`config.mk`:
```
export PLATFORM = sky130hd
export DESIGN_NAME = dcc_top
export DESIGN_NICKNAME = d
export VERILOG_FILES = /design/src/verilog/dcc_pkg.sv /design/src/verilog/dcc_top.sv /design/src/verilog/dcc_sync.sv /design/src/verilog/dcc_chan.sv
export SDC_FILE = /design/constraint.sdc
export NUM_CORES = 1
export LEC_CHECK = 0
export ABC_AREA = 1
export BUFFER_PORTS_ARGS = -buffer_cell sky130_fd_sc_hd__clkbuf_2
export CAP_MARGIN = 5
export CORE_UTILIZATION = 39
export DETAILED_ROUTE_END_ITERATION = 6
export PLACE_DENSITY = 0.69
export RECOVER_POWER = 100
export SETUP_SLACK_MARGIN = 0.3
export SYNTH_ARGS = -nofsm -noshare
export SYNTH_HDL_FRONTEND = slang
export SYNTH_HIERARCHICAL = 1
export SYNTH_SLANG_ARGS = --single-unit
```
`constraint.sdc`:
```
create_clock -name clk_sys -period 2.3 [get_ports clk_sys]
set_input_delay 0.115 -clock clk_sys [delete_from_list [all_inputs] [get_ports clk_sys]]
set_output_delay 0.115 -clock clk_sys [all_outputs]
set_load 0.1 [all_outputs]
```
`src/verilog/dcc_pkg.sv`:
```
package dcc_pkg;
   // register byte addresses (printed offsets ac/ad are indices, byte address = 4 x index)
   localparam logic [7:0]  CMP_ONE_IDX   = 8'hAC;  // comparator one control index
   localparam logic [7:0]  CMP_TWO_IDX   = 8'hAD;  // comparator two control index
   localparam logic [11:0] CMP_ONE_ADDR  = 12'h2B0; // 4 x 0xAC
   localparam logic [11:0] CMP_TWO_ADDR  = 12'h2B4; // 4 x 0xAD
   localparam logic [11:0] IRQ_CTRL_ADDR = 12'h2B8; // irq enables and status mirror
   localparam logic [11:0] IRQ_MASK_ADDR = 12'h2BC; // per-flag irq mask, freely rewritable
   // control register field positions
   localparam int FLAG_BIT = 0;  // change flag
   localparam int SYNC_BIT = 1;  // synced result
   localparam int OE_BIT   = 2;  // output pin enable
   localparam int NEG_BIT  = 3;  // negative input select
   localparam int POS_BIT  = 4;  // positive input select
   localparam int EN_BIT   = 5;  // comparator enable
   // irq control fields
   localparam int CIE_BIT  = 0;  // comparator irq enable
   localparam int GIE_BIT  = 1;  // global irq enable
   // reset values
   localparam logic [7:0]  CTRL_RESET = 8'h00; // control bits after reset
   localparam logic [1:0]  MASK_RESET = 2'h3;  // both flags pass by default
   // settling time
   localparam int SETTLE_NS = 10000; // 10 microseconds
   localparam int CLK_NS    = 50;    // 20 MHz period
   localparam int SETTLE_CYC = (SETTLE_NS + CLK_NS - 1) / CLK_NS; // rounds up, 200
   // input synchroniser depth
   localparam int SYNC_STAGES = 3;
endpackage

```
`src/verilog/dcc_top.sv`:
```
`timescale 1ns/1ps
//
// Contract
// enable bit turns comparator on
// output not valid until settle elapses
// software masks irq during settle
// hardware sets flag on synced change
// result bit synchronised to system clock
// raw result drives pin when enabled
// negative select: external pin or reference
// positive select: first or second pin
// result high when positive exceeds negative
// both flags share one interrupt
// irq needs comparator and global enable
// handler reads both flags
// disabled comparator result forced high
// rise on disable sets flag
// software disables irq before disabling
// total power-down disables both comparators
// set beats clear in same cycle
module dcc_top
(
   input  wire logic        clk_sys,       // 20 MHz system clock
   input  wire logic        rstn,          // synchronous reset, active low
   input  wire logic        psel,          // apb select
   input  wire logic        penable,       // apb enable
   input  wire logic        pwrite,        // apb direction
   input  wire logic [11:0] paddr,         // apb byte address
   input  wire logic [31:0] pwdata,        // apb write data
   output logic      [31:0] prdata,        // apb read data
   output logic             pready,        // apb ready
   output logic             pslverr,       // apb error
   input  wire logic        total_pd,      // total power-down request
   input  wire logic [1:0]  cmp_ext_first,  // per channel: first pin vs external ref
   input  wire logic [1:0]  cmp_ext_second, // per channel: second pin vs external ref
   input  wire logic [1:0]  cmp_ref_first,  // per channel: first pin vs internal ref
   input  wire logic [1:0]  cmp_ref_second, // per channel: second pin vs internal ref
   output logic      [1:0]  result_pin_out, // result output pin levels
   output logic      [1:0]  result_pin_oe,  // result output pin enables
   output logic      [1:0]  settled,        // settle period elapsed per channel
   output logic             irq            // shared comparator interrupt, level
);
   logic [5:2] ctrl_reg [2];  // enable, pos, neg, oe per channel
   logic       cie_reg;       // comparator irq enable
   logic       gie_reg;       // global irq enable
   logic [1:0] mask_reg;      // per-flag mask
   logic [1:0] synced;        // synced results
   logic [1:0] flag;          // change flags
   logic [1:0] flag_clr;      // clear pulses
   logic       wr_acc;        // write access phase
   logic       pd_s;          // power-down synchronised
   logic       hit;           // mapped address

   // power-down pin comes from outside, so synchronise it
   // pd_s is high while running, so it gates the enables directly
   dcc_sync u_pd
   (
      .clk_sys   (clk_sys),
      .rstn      (rstn),
      .async_in  (~total_pd),
      .reset_val (1'b1),
      .sync_out  (pd_s)
   );

   // no wait states: a write lands on the edge that ends its access
   // an unmapped address answers with an error and changes nothing
   assign wr_acc = psel & penable & pwrite;
   assign pready = 1'b1;     // zero wait states
   assign pslverr = psel & penable & ~hit;

   // address decode
   // full twelve-bit match, so the map has no aliases
   always_comb
   begin
      if (paddr == dcc_pkg::CMP_ONE_ADDR)
         hit = 1'b1;
      else if (paddr == dcc_pkg::CMP_TWO_ADDR)
         hit = 1'b1;
      else if (paddr == dcc_pkg::IRQ_CTRL_ADDR)
         hit = 1'b1;
      else if (paddr == dcc_pkg::IRQ_MASK_ADDR)
         hit = 1'b1;
      else
         hit = 1'b0;
   end

   // control register writes; enable steers the channel
   // only bits five to two are stored; the rest live in the channel
   always_ff @(posedge clk_sys)
   begin
      if (!rstn)
      begin
         ctrl_reg[0] <= dcc_pkg::CTRL_RESET[5:2];
         ctrl_reg[1] <= dcc_pkg::CTRL_RESET[5:2];
      end
      else if (wr_acc && paddr == dcc_pkg::CMP_ONE_ADDR)
         ctrl_reg[0] <= pwdata[5:2];
      else if (wr_acc && paddr == dcc_pkg::CMP_TWO_ADDR)
         ctrl_reg[1] <= pwdata[5:2];
   end

   // irq control and mask writes
   // the mask resets open, so the enables alone decide at first
   always_ff @(posedge clk_sys)
   begin
      if (!rstn)
      begin
         cie_reg  <= 1'b0;
         gie_reg  <= 1'b0;
         mask_reg <= dcc_pkg::MASK_RESET;
      end
      else if (wr_acc && paddr == dcc_pkg::IRQ_CTRL_ADDR)
      begin
         cie_reg <= pwdata[dcc_pkg::CIE_BIT];
         gie_reg <= pwdata[dcc_pkg::GIE_BIT];
      end
      else if (wr_acc && paddr == dcc_pkg::IRQ_MASK_ADDR)
         mask_reg <= pwdata[1:0];
   end

   // flag cleared by writing a one to bit zero; set still wins in the channel
   // a zero in bit zero leaves the flag alone, so rewriting a control word is safe
   assign flag_clr[0] = wr_acc && paddr == dcc_pkg::CMP_ONE_ADDR && pwdata[dcc_pkg::FLAG_BIT];
   assign flag_clr[1] = wr_acc && paddr == dcc_pkg::CMP_TWO_ADDR && pwdata[dcc_pkg::FLAG_BIT];

   // power-down gates each enable, whatever software wrote
   genvar g;
   generate
      for (g = 0; g < 2; g++)
      begin : g_ch
         dcc_chan u_ch
         (
            .clk_sys        (clk_sys),
            .rstn           (rstn),
            .enable_eff     (ctrl_reg[g][dcc_pkg::EN_BIT] & pd_s),
            .pos_sel        (ctrl_reg[g][dcc_pkg::POS_BIT]),
            .neg_sel        (ctrl_reg[g][dcc_pkg::NEG_BIT]),
            .oe             (ctrl_reg[g][dcc_pkg::OE_BIT]),
            .raw_pos_first  (cmp_ref_first[g]),
            .raw_pos_second (cmp_ref_second[g]),
            .raw_ext_first  (cmp_ext_first[g]),
            .raw_ext_second (cmp_ext_second[g]),
            .flag_clr       (flag_clr[g]),
            .pin_out        (result_pin_out[g]),
            .pin_oe         (result_pin_oe[g]),
            .synced         (synced[g]),
            .flag           (flag[g]),
            .settled        (settled[g])
         );
      end
   endgenerate

   // shared interrupt gated by both enables and mask
   // registered: irq follows an enable or flag change one clock later
   always_ff @(posedge clk_sys)
   begin
      if (!rstn)
         irq <= 1'b0;
      else
         irq <= cie_reg & gie_reg & |(flag & mask_reg);
   end

   // read mux, registered data
   // captured in the setup cycle; a flag that sets during the access
   // shows on the next read rather than half-way through this one
   always_ff @(posedge clk_sys)
   begin
      if (!rstn)
         prdata <= 32'h0000_0000;
      else if (psel && !penable && !pwrite)
      begin
         if (paddr == dcc_pkg::CMP_ONE_ADDR)
            prdata <= {26'h0, ctrl_reg[0], synced[0], flag[0]};
         else if (paddr == dcc_pkg::CMP_TWO_ADDR)
            prdata <= {26'h0, ctrl_reg[1], synced[1], flag[1]};
         else if (paddr == dcc_pkg::IRQ_CTRL_ADDR)
            prdata <= {26'h0, settled, flag, gie_reg, cie_reg};
         else if (paddr == dcc_pkg::IRQ_MASK_ADDR)
            prdata <= {30'h0, mask_reg};
         else
            prdata <= 32'h0000_0000;
      end
   end

   // irq follows flags one cycle later when both enables are set
   property p_irq_gate;
      @(posedge clk_sys) disable iff (!rstn)
      (cie_reg && gie_reg && |(flag & mask_reg)) |=> irq;
   endproperty
   a_irq_gate: assert property (p_irq_gate) else $error("irq missing");

   property p_irq_off;
      @(posedge clk_sys) disable iff (!rstn)
      !gie_reg |=> !irq;
   endproperty
   a_irq_off: assert property (p_irq_off) else $error("irq without enable");

   property p_disabled_high;
      @(posedge clk_sys) disable iff (!rstn)
      !ctrl_reg[0][dcc_pkg::EN_BIT] [*6] |-> synced[0];
   endproperty
   a_disabled_high: assert property (p_disabled_high) else $error("result not high");

   property p_pin_gate;
      @(posedge clk_sys) disable iff (!rstn)
      !ctrl_reg[1][dcc_pkg::EN_BIT] |-> !result_pin_oe[1];
   endproperty
   a_pin_gate: assert property (p_pin_gate) else $error("pin driven");

   property p_flag_set;
      @(posedge clk_sys) disable iff (!rstn)
      $changed(synced[0]) |=> flag[0];
   endproperty
   a_flag_set: assert property (p_flag_set) else $error("flag not set");

   property p_set_wins;
      @(posedge clk_sys) disable iff (!rstn)
      (flag_clr[1] && $changed(synced[1])) |=> flag[1];
   endproperty
   a_set_wins: assert property (p_set_wins) else $error("clear beat set");

   property p_clear;
      @(posedge clk_sys) disable iff (!rstn)
      (flag_clr[0] && !$changed(synced[0])) |=> !flag[0];
   endproperty
   a_clear: assert property (p_clear) else $error("clear sequence");

   property p_settle;
      @(posedge clk_sys) disable iff (!rstn)
      $rose(ctrl_reg[0][dcc_pkg::EN_BIT]) && pd_s |-> !settled[0] [*8];
   endproperty
   a_settle: assert property (p_settle) else $error("settled too early");

   property p_pd;
      @(posedge clk_sys) disable iff (!rstn)
      !pd_s |-> !result_pin_oe[0] && !result_pin_oe[1];
   endproperty
   a_pd: assert property (p_pd) else $error("active in power-down");

   // flag holds without a change or a clear
   property p_flag_hold_a;
      @(posedge clk_sys) disable iff (!rstn)
      (!flag_clr[0] && !$changed(synced[0])) |=> (flag[0] == $past(flag[0]));
   endproperty
   a_flag_hold_a: assert property (p_flag_hold_a) else $error("flag moved");

   // channel two sets its flag on a change
   property p_flag_set_b;
      @(posedge clk_sys) disable iff (!rstn)
      $changed(synced[1]) |=> flag[1];
   endproperty
   a_flag_set_b: assert property (p_flag_set_b) else $error("flag two not set");

   // a clear in the cycle of a change loses
   property p_set_wins_a;
      @(posedge clk_sys) disable iff (!rstn)
      (flag_clr[0] && $changed(synced[0])) |=> flag[0];
   endproperty
   a_set_wins_a: assert property (p_set_wins_a) else $error("clear beat set");

   // a plain clear empties the flag
   property p_clear_b;
      @(posedge clk_sys) disable iff (!rstn)
      (flag_clr[1] && !$changed(synced[1])) |=> !flag[1];
   endproperty
   a_clear_b: assert property (p_clear_b) else $error("flag two not cleared");

   // disabled channel two reads high
   property p_disabled_high_b;
      @(posedge clk_sys) disable iff (!rstn)
      !ctrl_reg[1][dcc_pkg::EN_BIT] [*6] |-> synced[1];
   endproperty
   a_disabled_high_b: assert property (p_disabled_high_b) else $error("result two not high");

   // power-down forces both results high
   property p_pd_high;
      @(posedge clk_sys) disable iff (!rstn)
      !pd_s [*6] |-> (synced[0] && synced[1]);
   endproperty
   a_pd_high: assert property (p_pd_high) else $error("result low in power-down");

   // no pin drive while channel one is off
   property p_pin_gate_a;
      @(posedge clk_sys) disable iff (!rstn)
      !ctrl_reg[0][dcc_pkg::EN_BIT] |-> !result_pin_oe[0];
   endproperty
   a_pin_gate_a: assert property (p_pin_gate_a) else $error("pin one driven");

   // pin drive needs the output enable bit
   property p_pin_oe_bit;
      @(posedge clk_sys) disable iff (!rstn)
      result_pin_oe[0] |-> ctrl_reg[0][dcc_pkg::OE_BIT];
   endproperty
   a_pin_oe_bit: assert property (p_pin_oe_bit) else $error("pin without oe");

   // channel two is not settled right after enable
   property p_settle_b;
      @(posedge clk_sys) disable iff (!rstn)
      $rose(ctrl_reg[1][dcc_pkg::EN_BIT]) && pd_s |-> !settled[1] [*8];
   endproperty
   a_settle_b: assert property (p_settle_b) else $error("two settled early");

   // settled stays while the channel runs
   property p_settle_hold;
      @(posedge clk_sys) disable iff (!rstn)
      (settled[0] && ctrl_reg[0][dcc_pkg::EN_BIT] && pd_s) |=> settled[0];
   endproperty
   a_settle_hold: assert property (p_settle_hold) else $error("settled dropped");

   // disabling restarts the settle period
   property p_settle_clear;
      @(posedge clk_sys) disable iff (!rstn)
      !ctrl_reg[1][dcc_pkg::EN_BIT] |=> !settled[1];
   endproperty
   a_settle_clear: assert property (p_settle_clear) else $error("settled while off");

   // comparator irq enable is needed too
   property p_irq_cie;
      @(posedge clk_sys) disable iff (!rstn)
      !cie_reg |=> !irq;
   endproperty
   a_irq_cie: assert property (p_irq_cie) else $error("irq without cie");

   // no unmasked flag, no interrupt
   property p_irq_none;
      @(posedge clk_sys) disable iff (!rstn)
      ((flag & mask_reg) == 2'b00) |=> !irq;
   endproperty
   a_irq_none: assert property (p_irq_none) else $error("irq without flag");

   // a read of channel one shows result and flag of setup
   property p_rd_one;
      @(posedge clk_sys) disable iff (!rstn)
      (psel && penable && !pwrite && paddr == dcc_pkg::CMP_ONE_ADDR)
         |-> (prdata[1:0] == $past({synced[0], flag[0]}));
   endproperty
   a_rd_one: assert property (p_rd_one) else $error("read one wrong");

   // a read of channel two shows result and flag of setup
   property p_rd_two;
      @(posedge clk_sys) disable iff (!rstn)
      (psel && penable && !pwrite && paddr == dcc_pkg::CMP_TWO_ADDR)
         |-> (prdata[1:0] == $past({synced[1], flag[1]}));
   endproperty
   a_rd_two: assert property (p_rd_two) else $error("read two wrong");
endmodule

```
`src/verilog/dcc_sync.sv`:
```
`timescale 1ns/1ps
// three-stage synchroniser; a change counts once the last two stages agree
module dcc_sync
(
   input  wire logic clk_sys, // system clock
   input  wire logic rstn,    // synchronous reset, active low
   input  wire logic async_in, // asynchronous level
   input  wire logic reset_val, // level assumed during reset
   output logic      sync_out  // filtered synchronous level
);
   logic [dcc_pkg::SYNC_STAGES-1:0] stage_reg; // stage 0 read only by stage 1

   // shift chain; reset value is a constant per instance tie-off
   always_ff @(posedge clk_sys)
   begin
      if (!rstn)
         stage_reg <= {dcc_pkg::SYNC_STAGES{reset_val}};
      else
         stage_reg <= {stage_reg[1:0], async_in};
   end

   // accept a change only when stages two and three agree
   always_ff @(posedge clk_sys)
   begin
      if (!rstn)
         sync_out <= reset_val;
      else if (stage_reg[1] == stage_reg[2])
         sync_out <= stage_reg[2];
   end
endmodule

```
`src/verilog/dcc_chan.sv`:
```
`timescale 1ns/1ps
// one comparator channel: selection, gating, settle timer, sync and change flag
module dcc_chan
(
   input  wire logic       clk_sys,     // system clock
   input  wire logic       rstn,        // synchronous reset, active low
   input  wire logic       enable_eff,  // enable bit and not total power-down
   input  wire logic       pos_sel,     // positive input select
   input  wire logic       neg_sel,     // negative input select
   input  wire logic       oe,          // output pin enable
   input  wire logic       raw_pos_first,  // analog result, first pin vs internal reference
   input  wire logic       raw_pos_second, // analog result, second pin vs internal reference
   input  wire logic       raw_ext_first,  // first pin vs external reference
   input  wire logic       raw_ext_second, // second pin vs external reference
   input  wire logic       flag_clr,    // software clear of change flag
   output logic            pin_out,     // result output pin level
   output logic            pin_oe,      // result output pin enable
   output logic            synced,      // synced result bit
   output logic            flag,        // change flag
   output logic            settled      // settling period elapsed
);
   logic raw_sel;     // selected raw result
   logic raw_gated;   // forced high while disabled
   logic synced_prev; // previous synced value for edge detect
   logic [$clog2(dcc_pkg::SETTLE_CYC+1)-1:0] settle_cnt; // settle counter

   // input mux: positive and negative selects choose the comparison
   always_comb
   begin
      case ({neg_sel, pos_sel})
         2'b00:   raw_sel = raw_ext_first;
         2'b01:   raw_sel = raw_ext_second;
         2'b10:   raw_sel = raw_pos_first;
         default: raw_sel = raw_pos_second;
      endcase
   end

   // result is one when positive exceeds negative; disabled forces high
   assign raw_gated = enable_eff ? raw_sel : 1'b1;

   // asynchronous pin path, only with enable and output enable
   assign pin_oe  = enable_eff & oe;
   assign pin_out = raw_sel;

   dcc_sync u_sync
   (
      .clk_sys   (clk_sys),
      .rstn      (rstn),
      .async_in  (raw_gated),
      .reset_val (1'b1),
      .sync_out  (synced)
   );

   // settle counter restarts every time the channel is disabled
   always_ff @(posedge clk_sys)
   begin
      if (!rstn || !enable_eff)
         settle_cnt <= '0;
      else if (settle_cnt != ($bits(settle_cnt))'(dcc_pkg::SETTLE_CYC))
         settle_cnt <= settle_cnt + 1'b1;
   end
   assign settled = (settle_cnt == ($bits(settle_cnt))'(dcc_pkg::SETTLE_CYC));

   // edge history of synced result
   always_ff @(posedge clk_sys)
   begin
      if (!rstn)
         synced_prev <= 1'b1;
      else
         synced_prev <= synced;
   end

   // change flag: set wins over clear, including disable rise
   always_ff @(posedge clk_sys)
   begin
      if (!rstn)
         flag <= 1'b0;
      else if (synced != synced_prev)
         flag <= 1'b1;
      else if (flag_clr)
         flag <= 1'b0;
   end
endmodule

```
Yosys cells after proc, flatten, opt, wreduce, memory -nomap -nowiden

Memory sizes are Yosys's and may differ from the RTL's.
Cells that the tools add are included.

Register bits after elaboration: 69
Latch bits: 0
Memory bits (writable): 8
Memory bits (read-only): 0
Output and inout bits: 41
Logic and storage cells: 101
Memories: 1

Add/sub/neg operators: 2
$mul: 0
Div/mod/pow operators: 0
$lt $le $gt $ge: 0
Equal/unequal tests: 17
Shift operators: 0
Mux-type cells: 24
Bitwise logic cells: 15
Reductions and logical operators: 23

Memories:

| memory   | words | bits a word | rd ports | clocked after Yosys merged registers in | write ports | RTL line      | text |
|---|---|---|---|---|---|---|---|
| ctrl_reg | 2     | 4           | 2        | 0                                       | 2           | dcc_top.sv:43 | `logic [5:2] ctrl_reg [2];` |

Operator list:

| kind                                            | number |
|---|---|
| == test 12 x 10 -> 1 bit, second input constant | 4 |
| two-way mux 6 bit                               | 3 |
| adder 8 x 1 -> 8 bit, second input constant     | 2 |
| == test 8 bit, second input constant            | 2 |
| two-way mux 1 bit                               | 16 |
| != test 8 bit, second input constant            | 2 |
| bitwise AND 1 bit                               | 9 |
| logical AND 1 bit                               | 8 |
| two-way mux 4 bit                               | 2 |
| one-hot mux 1 bit (3 select lines)              | 2 |
| AND reduction 2 bit                             | 3 |
| zero test 1 bit                                 | 5 |
| == test 2 x 1 -> 1 bit, second input constant   | 2 |
| == test 2 bit, second input constant            | 2 |
| zero test 2 bit                                 | 2 |
| nonzero test 2 bit                              | 2 |
| == test 1 bit                                   | 3 |
| NOT 1 bit                                       | 3 |
| bitwise AND 2 bit                               | 1 |
| logical OR 1 bit                                | 2 |
| two-way mux 2 bit                               | 1 |
| != test 1 bit                                   | 2 |
| OR 1 bit                                        | 2 |
| OR reduction 2 bit                              | 1 |

Depth between registers and ports, before layout

Word-level depth: 8
Mapped depth: 10
Mapped depth without buffers: 10

Cells and area by module

The synthesis kept the hierarchy.

Modules (own cells, without submodules):

| module   | times used | cells each | area an instance (µm²) | sequential area each (µm²) |
|---|---|---|---|---|
| dcc_top  | 1          | 172        | 1317.5                 | 460.4 |
| dcc_chan | 2          | 82         | 533.0                  | 200.2 |
| dcc_sync | 3          | 17         | 141.4                  | 90.1 |

Worst setup path before layout

OpenSTA, ideal clock, no wires.

Path kind: input -> output
Start: in paddr[0]
End: out pslverr
Arrival: 2.538 ns
Data required time: 2.185 ns
Slack: -0.353 ns
Stages on the path: 6
Cell sequence: inv_2 nand2_2 nor2_1 nand3_1 nand3_1 nor3_1

Cells in the longest elaborated chain, start to end: 7
Elaborated cells on any way between the ends: 10
Classes of those cells: 4 x eq/ne; 4 x mux; 2 x bitwise

Ends and longest elaborated chain:

| element                  | RTL line      | text |
|---|---|---|
| start: declaration       | dcc_top.sv:28 | `input wire logic [11:0] paddr,` |
| == test 12 x 10 -> 1 bit | dcc_top.sv:81 | `else if (paddr == dcc_pkg::IRQ_MASK_ADDR)` |
| two-way mux 1 bit        | dcc_top.sv:81 |  |
| two-way mux 1 bit        | dcc_top.sv:79 | `else if (paddr == dcc_pkg::IRQ_CTRL_ADDR)` |
| two-way mux 1 bit        | dcc_top.sv:77 | `else if (paddr == dcc_pkg::CMP_TWO_ADDR)` |
| two-way mux 1 bit *      | dcc_top.sv:75 | `if (paddr == dcc_pkg::CMP_ONE_ADDR)` |
| NOT 1 bit *              | dcc_top.sv:69 | `assign pslverr = psel & penable & ~hit;` |
| bitwise AND 1 bit *      | dcc_top.sv:69 |  |
| end: declaration         | dcc_top.sv:32 | `output logic pslverr,` |

Every way passes the cells marked *; elsewhere a longest branch is shown, timed or not.

Worst setup path in the final report

Start: reg u_pd.sync_out
End: out result_pin_oe[1]

Cells in the longest elaborated chain, start to end: 2

Ends and longest elaborated chain:

| element                  | RTL line       | text |
|---|---|---|
| start: declaration       | dcc_sync.sv:9  | `output logic sync_out` |
| start signal: assignment | dcc_sync.sv:26 | `sync_out <= reset_val;` |
| start signal: assignment | dcc_sync.sv:28 | `sync_out <= stage_reg[2];` |
| bitwise AND 1 bit        | dcc_top.sv:135 | `.enable_eff (ctrl_reg[g][dcc_pkg::EN_BIT] & pd_s),` |
| bitwise AND 1 bit        | dcc_chan.sv:42 | `assign pin_oe = enable_eff & oe;` |
| end: declaration         | dcc_top.sv:39  | `output logic [1:0] result_pin_oe,` |

No other way between the ends.

==> results.txt <==
critical path, cell by cell = nand2_1 -> inv_1 -> nand2_1 -> inv_1 -> clkbuf_1
CP arrival = 1.82 ns
storage element area = 0.00113 mm^2
drt total wl = 5.26 mm
CP required = 2.18 ns
RSZ-0062 raised after global routing = no
compound-gate portion of the synthesized area = 9.14%
Initial Util = 40.9%
vias in the first global route = 2207
Worst Setup Start Kind = flop
relative slew slack = 15.4%
via count = 2355
library cells used by synthesis = 31
commonest non-fill, non-tap cell in the layout = nand2_1
Detailed Route Iter0 Violations = 110
Worst Skew = 0.00653 ns
fmax = 0.517 GHz
Adder-Cell Fraction of Synth Area = 1.78%
clock slew at reported path FFs = 0.09 ns
sequential element share of the synthesized area = 40.3%
Final Instance Area = 0.00310 mm^2
multiplexer share of the synthesized area = 0%
leakage = 1.59 nW
dpl hpwl = 4.15 mm
Worst Max-Slew Pin Slew = 1.27 ns
I/O Buffers = 45
crit path kind = reg2out
Worst VDD drop = 0.000300 V
MaxCap Viol Count = 0
ranking of synthesized cells by area = dfxtp_1 29%, nand2_1 12%, edfxtp_1 12%, inv_1 7.6%, buf_4 7.2%
xor and xnor area share after synthesis = 1.87%
Detailed Routing Iterations Pass 1 = 4
count of pins over their slew limit = 0
area of the multi-input gates = 0.00132 mm^2
root buffer cell = clkbuf_8
first-pass GRT wire length = 9.21 mm
CTS Sinks = 51
CTS tree = done
Setup TNS Final = 0 ns
drt drc = 0
Post-DRT Antenna Nets = 0
pin count of the biggest net entering global routing = 35
Final Power = 0.00192 W
gp weighted congestion = 0.791
worst hold path class = in2reg
die height = 86.9 um
Final Setup Violations = 0
Post-Synthesis Cells = 387
Worst path slowest cell = clkbuf_1
final count of hold timing violations = 0
Avg Cell Area, Syn = 7.26 um^2
synthesis-stage register bit count = 51
Critical Path End Type = output port
core area = 0.00687 mm^2
Simple-Gate Fraction of Synth Area = 30.5%
routed vias/inst = 4.41
TritonCTS Buffers = 5
postcts setup bufs = 0
share of the synthesized area in the top cell type = 28.5%
Tmin final = 1.93 ns
Ports = 99
n_diodes = 0
site row count = 30
area leader, netlist = dfxtp_1
layout cell share with drive strength beyond 1 = 15.3%
Clock Latency Late Sink = 0.30 ns
initial antenna violation count = 0
Synth-to-Final Area Change = 10.6%
post-CTS sizing = 0
FILL cells = 726
Placed Area = 0.00305 mm^2
commonest non-fill, non-tap cells in the layout = 95 x nand2_1, 57 x inv_1, 47 x nor2_1
Period Utilization, post-route = 84.1%
Bufs on Longest Clock Path = 2
area of the mapped netlist = 0.00281 mm^2
die area = 0.00754 mm^2
DR WL/cell = 9.85 um
total track usage = 15.4%
largest family of logic cells by synthesized area = simple AND/OR/NAND/NOR gates
Yosys Warn Count = 6
Largest stage delay, worst path = 0.85 ns
Final nets = 499
Clock H-tree levels = 2
Pwr per Cell Area = 618 mW/mm^2
global route overflow = 0
CP Max Fanout = 3
max reg flops = 16
status = finished, final reports clean
chip width = 86.9 um
hold_buf cts = 0
## routing by layer
layer | up-vias | GRT usage, % | share of wire (%)
li1 | 1233 | - | -
met1 | 1040 | 18.9 | 46
met2 | 71 | 26.4 | 47
met3 | 11 | 2.75 | 5.5
met4 | 0 | 6.52 | 1.7
met5 | - | 0 | 0
## through the flow
| step | setup WS, ns | hold slack, ns | util (%) | instances |
|---|---|---|---|---|
| 2_1_floorplan | 0.396 | 0.184 | - | 413 |
| 3_3_place_gp | 0.806 | 0.356 | 44.4 | 526 |
| 3_5_place_dp | 0.782 | 0.366 | 44.4 | 526 |
| 4_1_cts | 0.443 | 0.0488 | 45.6 | 534 |
| 5_1_grt | 0.275 | 0.0596 | 45.2 | 534 |
| 6_report | 0.365 | 0.0518 | 45.2 | 534 |
## cell usage after synthesis, drive strengths merged
library cell  count
a21oi            26
buf              27
clkbuf            1
conb              4
dfxtp            40
edfxtp           11
ha                4
inv              64
nand2           104
nand3            11
nand3b            2
nand4             5
nor2             53
nor3              4
o211ai            2
o21a              2
o21ai            18
o22ai             1
or2               2
xnor2             2
xor2              4
## power breakdown
| part | leakage, nW | internal [W] | switching [W] |
|---|---|---|---|
| Clock | 0.0392 | 0.000207 | 0.000292 |
| Combinational | 1.12 | 0.0000672 | 0.000367 |
| Sequential | 0.435 | 0.000958 | 0.0000265 |
| Total | 1.59 | 0.00123 | 0.000686 |
## final timing paths
| check | from | end | slack [ns] | depth (start not counted) |
|---|---|---|---|---|
| max | u_pd/sync_out | result_pin_oe[1] | 0.37 | 5 |
| min | pwdata[1] | gie_reg | 0.05 | 3 |
| max reg2reg | g_ch[0].u_ch/settle_cnt[0] | prdata[4] | 0.75 | 10 |
| min reg2reg | u_pd/stage_reg[0] | u_pd/stage_reg[1] | 0.44 | 2 |
## cell type report
type / count / share of cell area, %
sequential: 51 / 36.4
clock buffer: 5 / 2.22
multi-input combinational: 270 / 42.4
timing repair buffer: 45 / 6.81
inverter: 64 / 7.74
tap: 96 / 3.87
clock inverter: 3 / 0.484
## critical path, delay by kind of cell, from the launching register on
| kind | cells | cell delay [ns] |
|---|---|---|
| buffers and inverters | 3 | 1.03 |
| flip-flops | 1 | 0.37 |
| AND/OR/NAND/NOR | 2 | 0.12 |
## cells by family (layout without fill, tap and decap cells)
family / Yosys count / count (layout)
flip-flops: 51 / 51
XOR/XNOR: 6 / 6
AO/OA/AOI/OAI: 49 / 49
AND/OR/NAND/NOR: 181 / 181
adder cells (fa/ha/maj): 4 / 4
other: 4 / 30
buffers and inverters: 92 / 117
(Power assumes the default switching activity.)
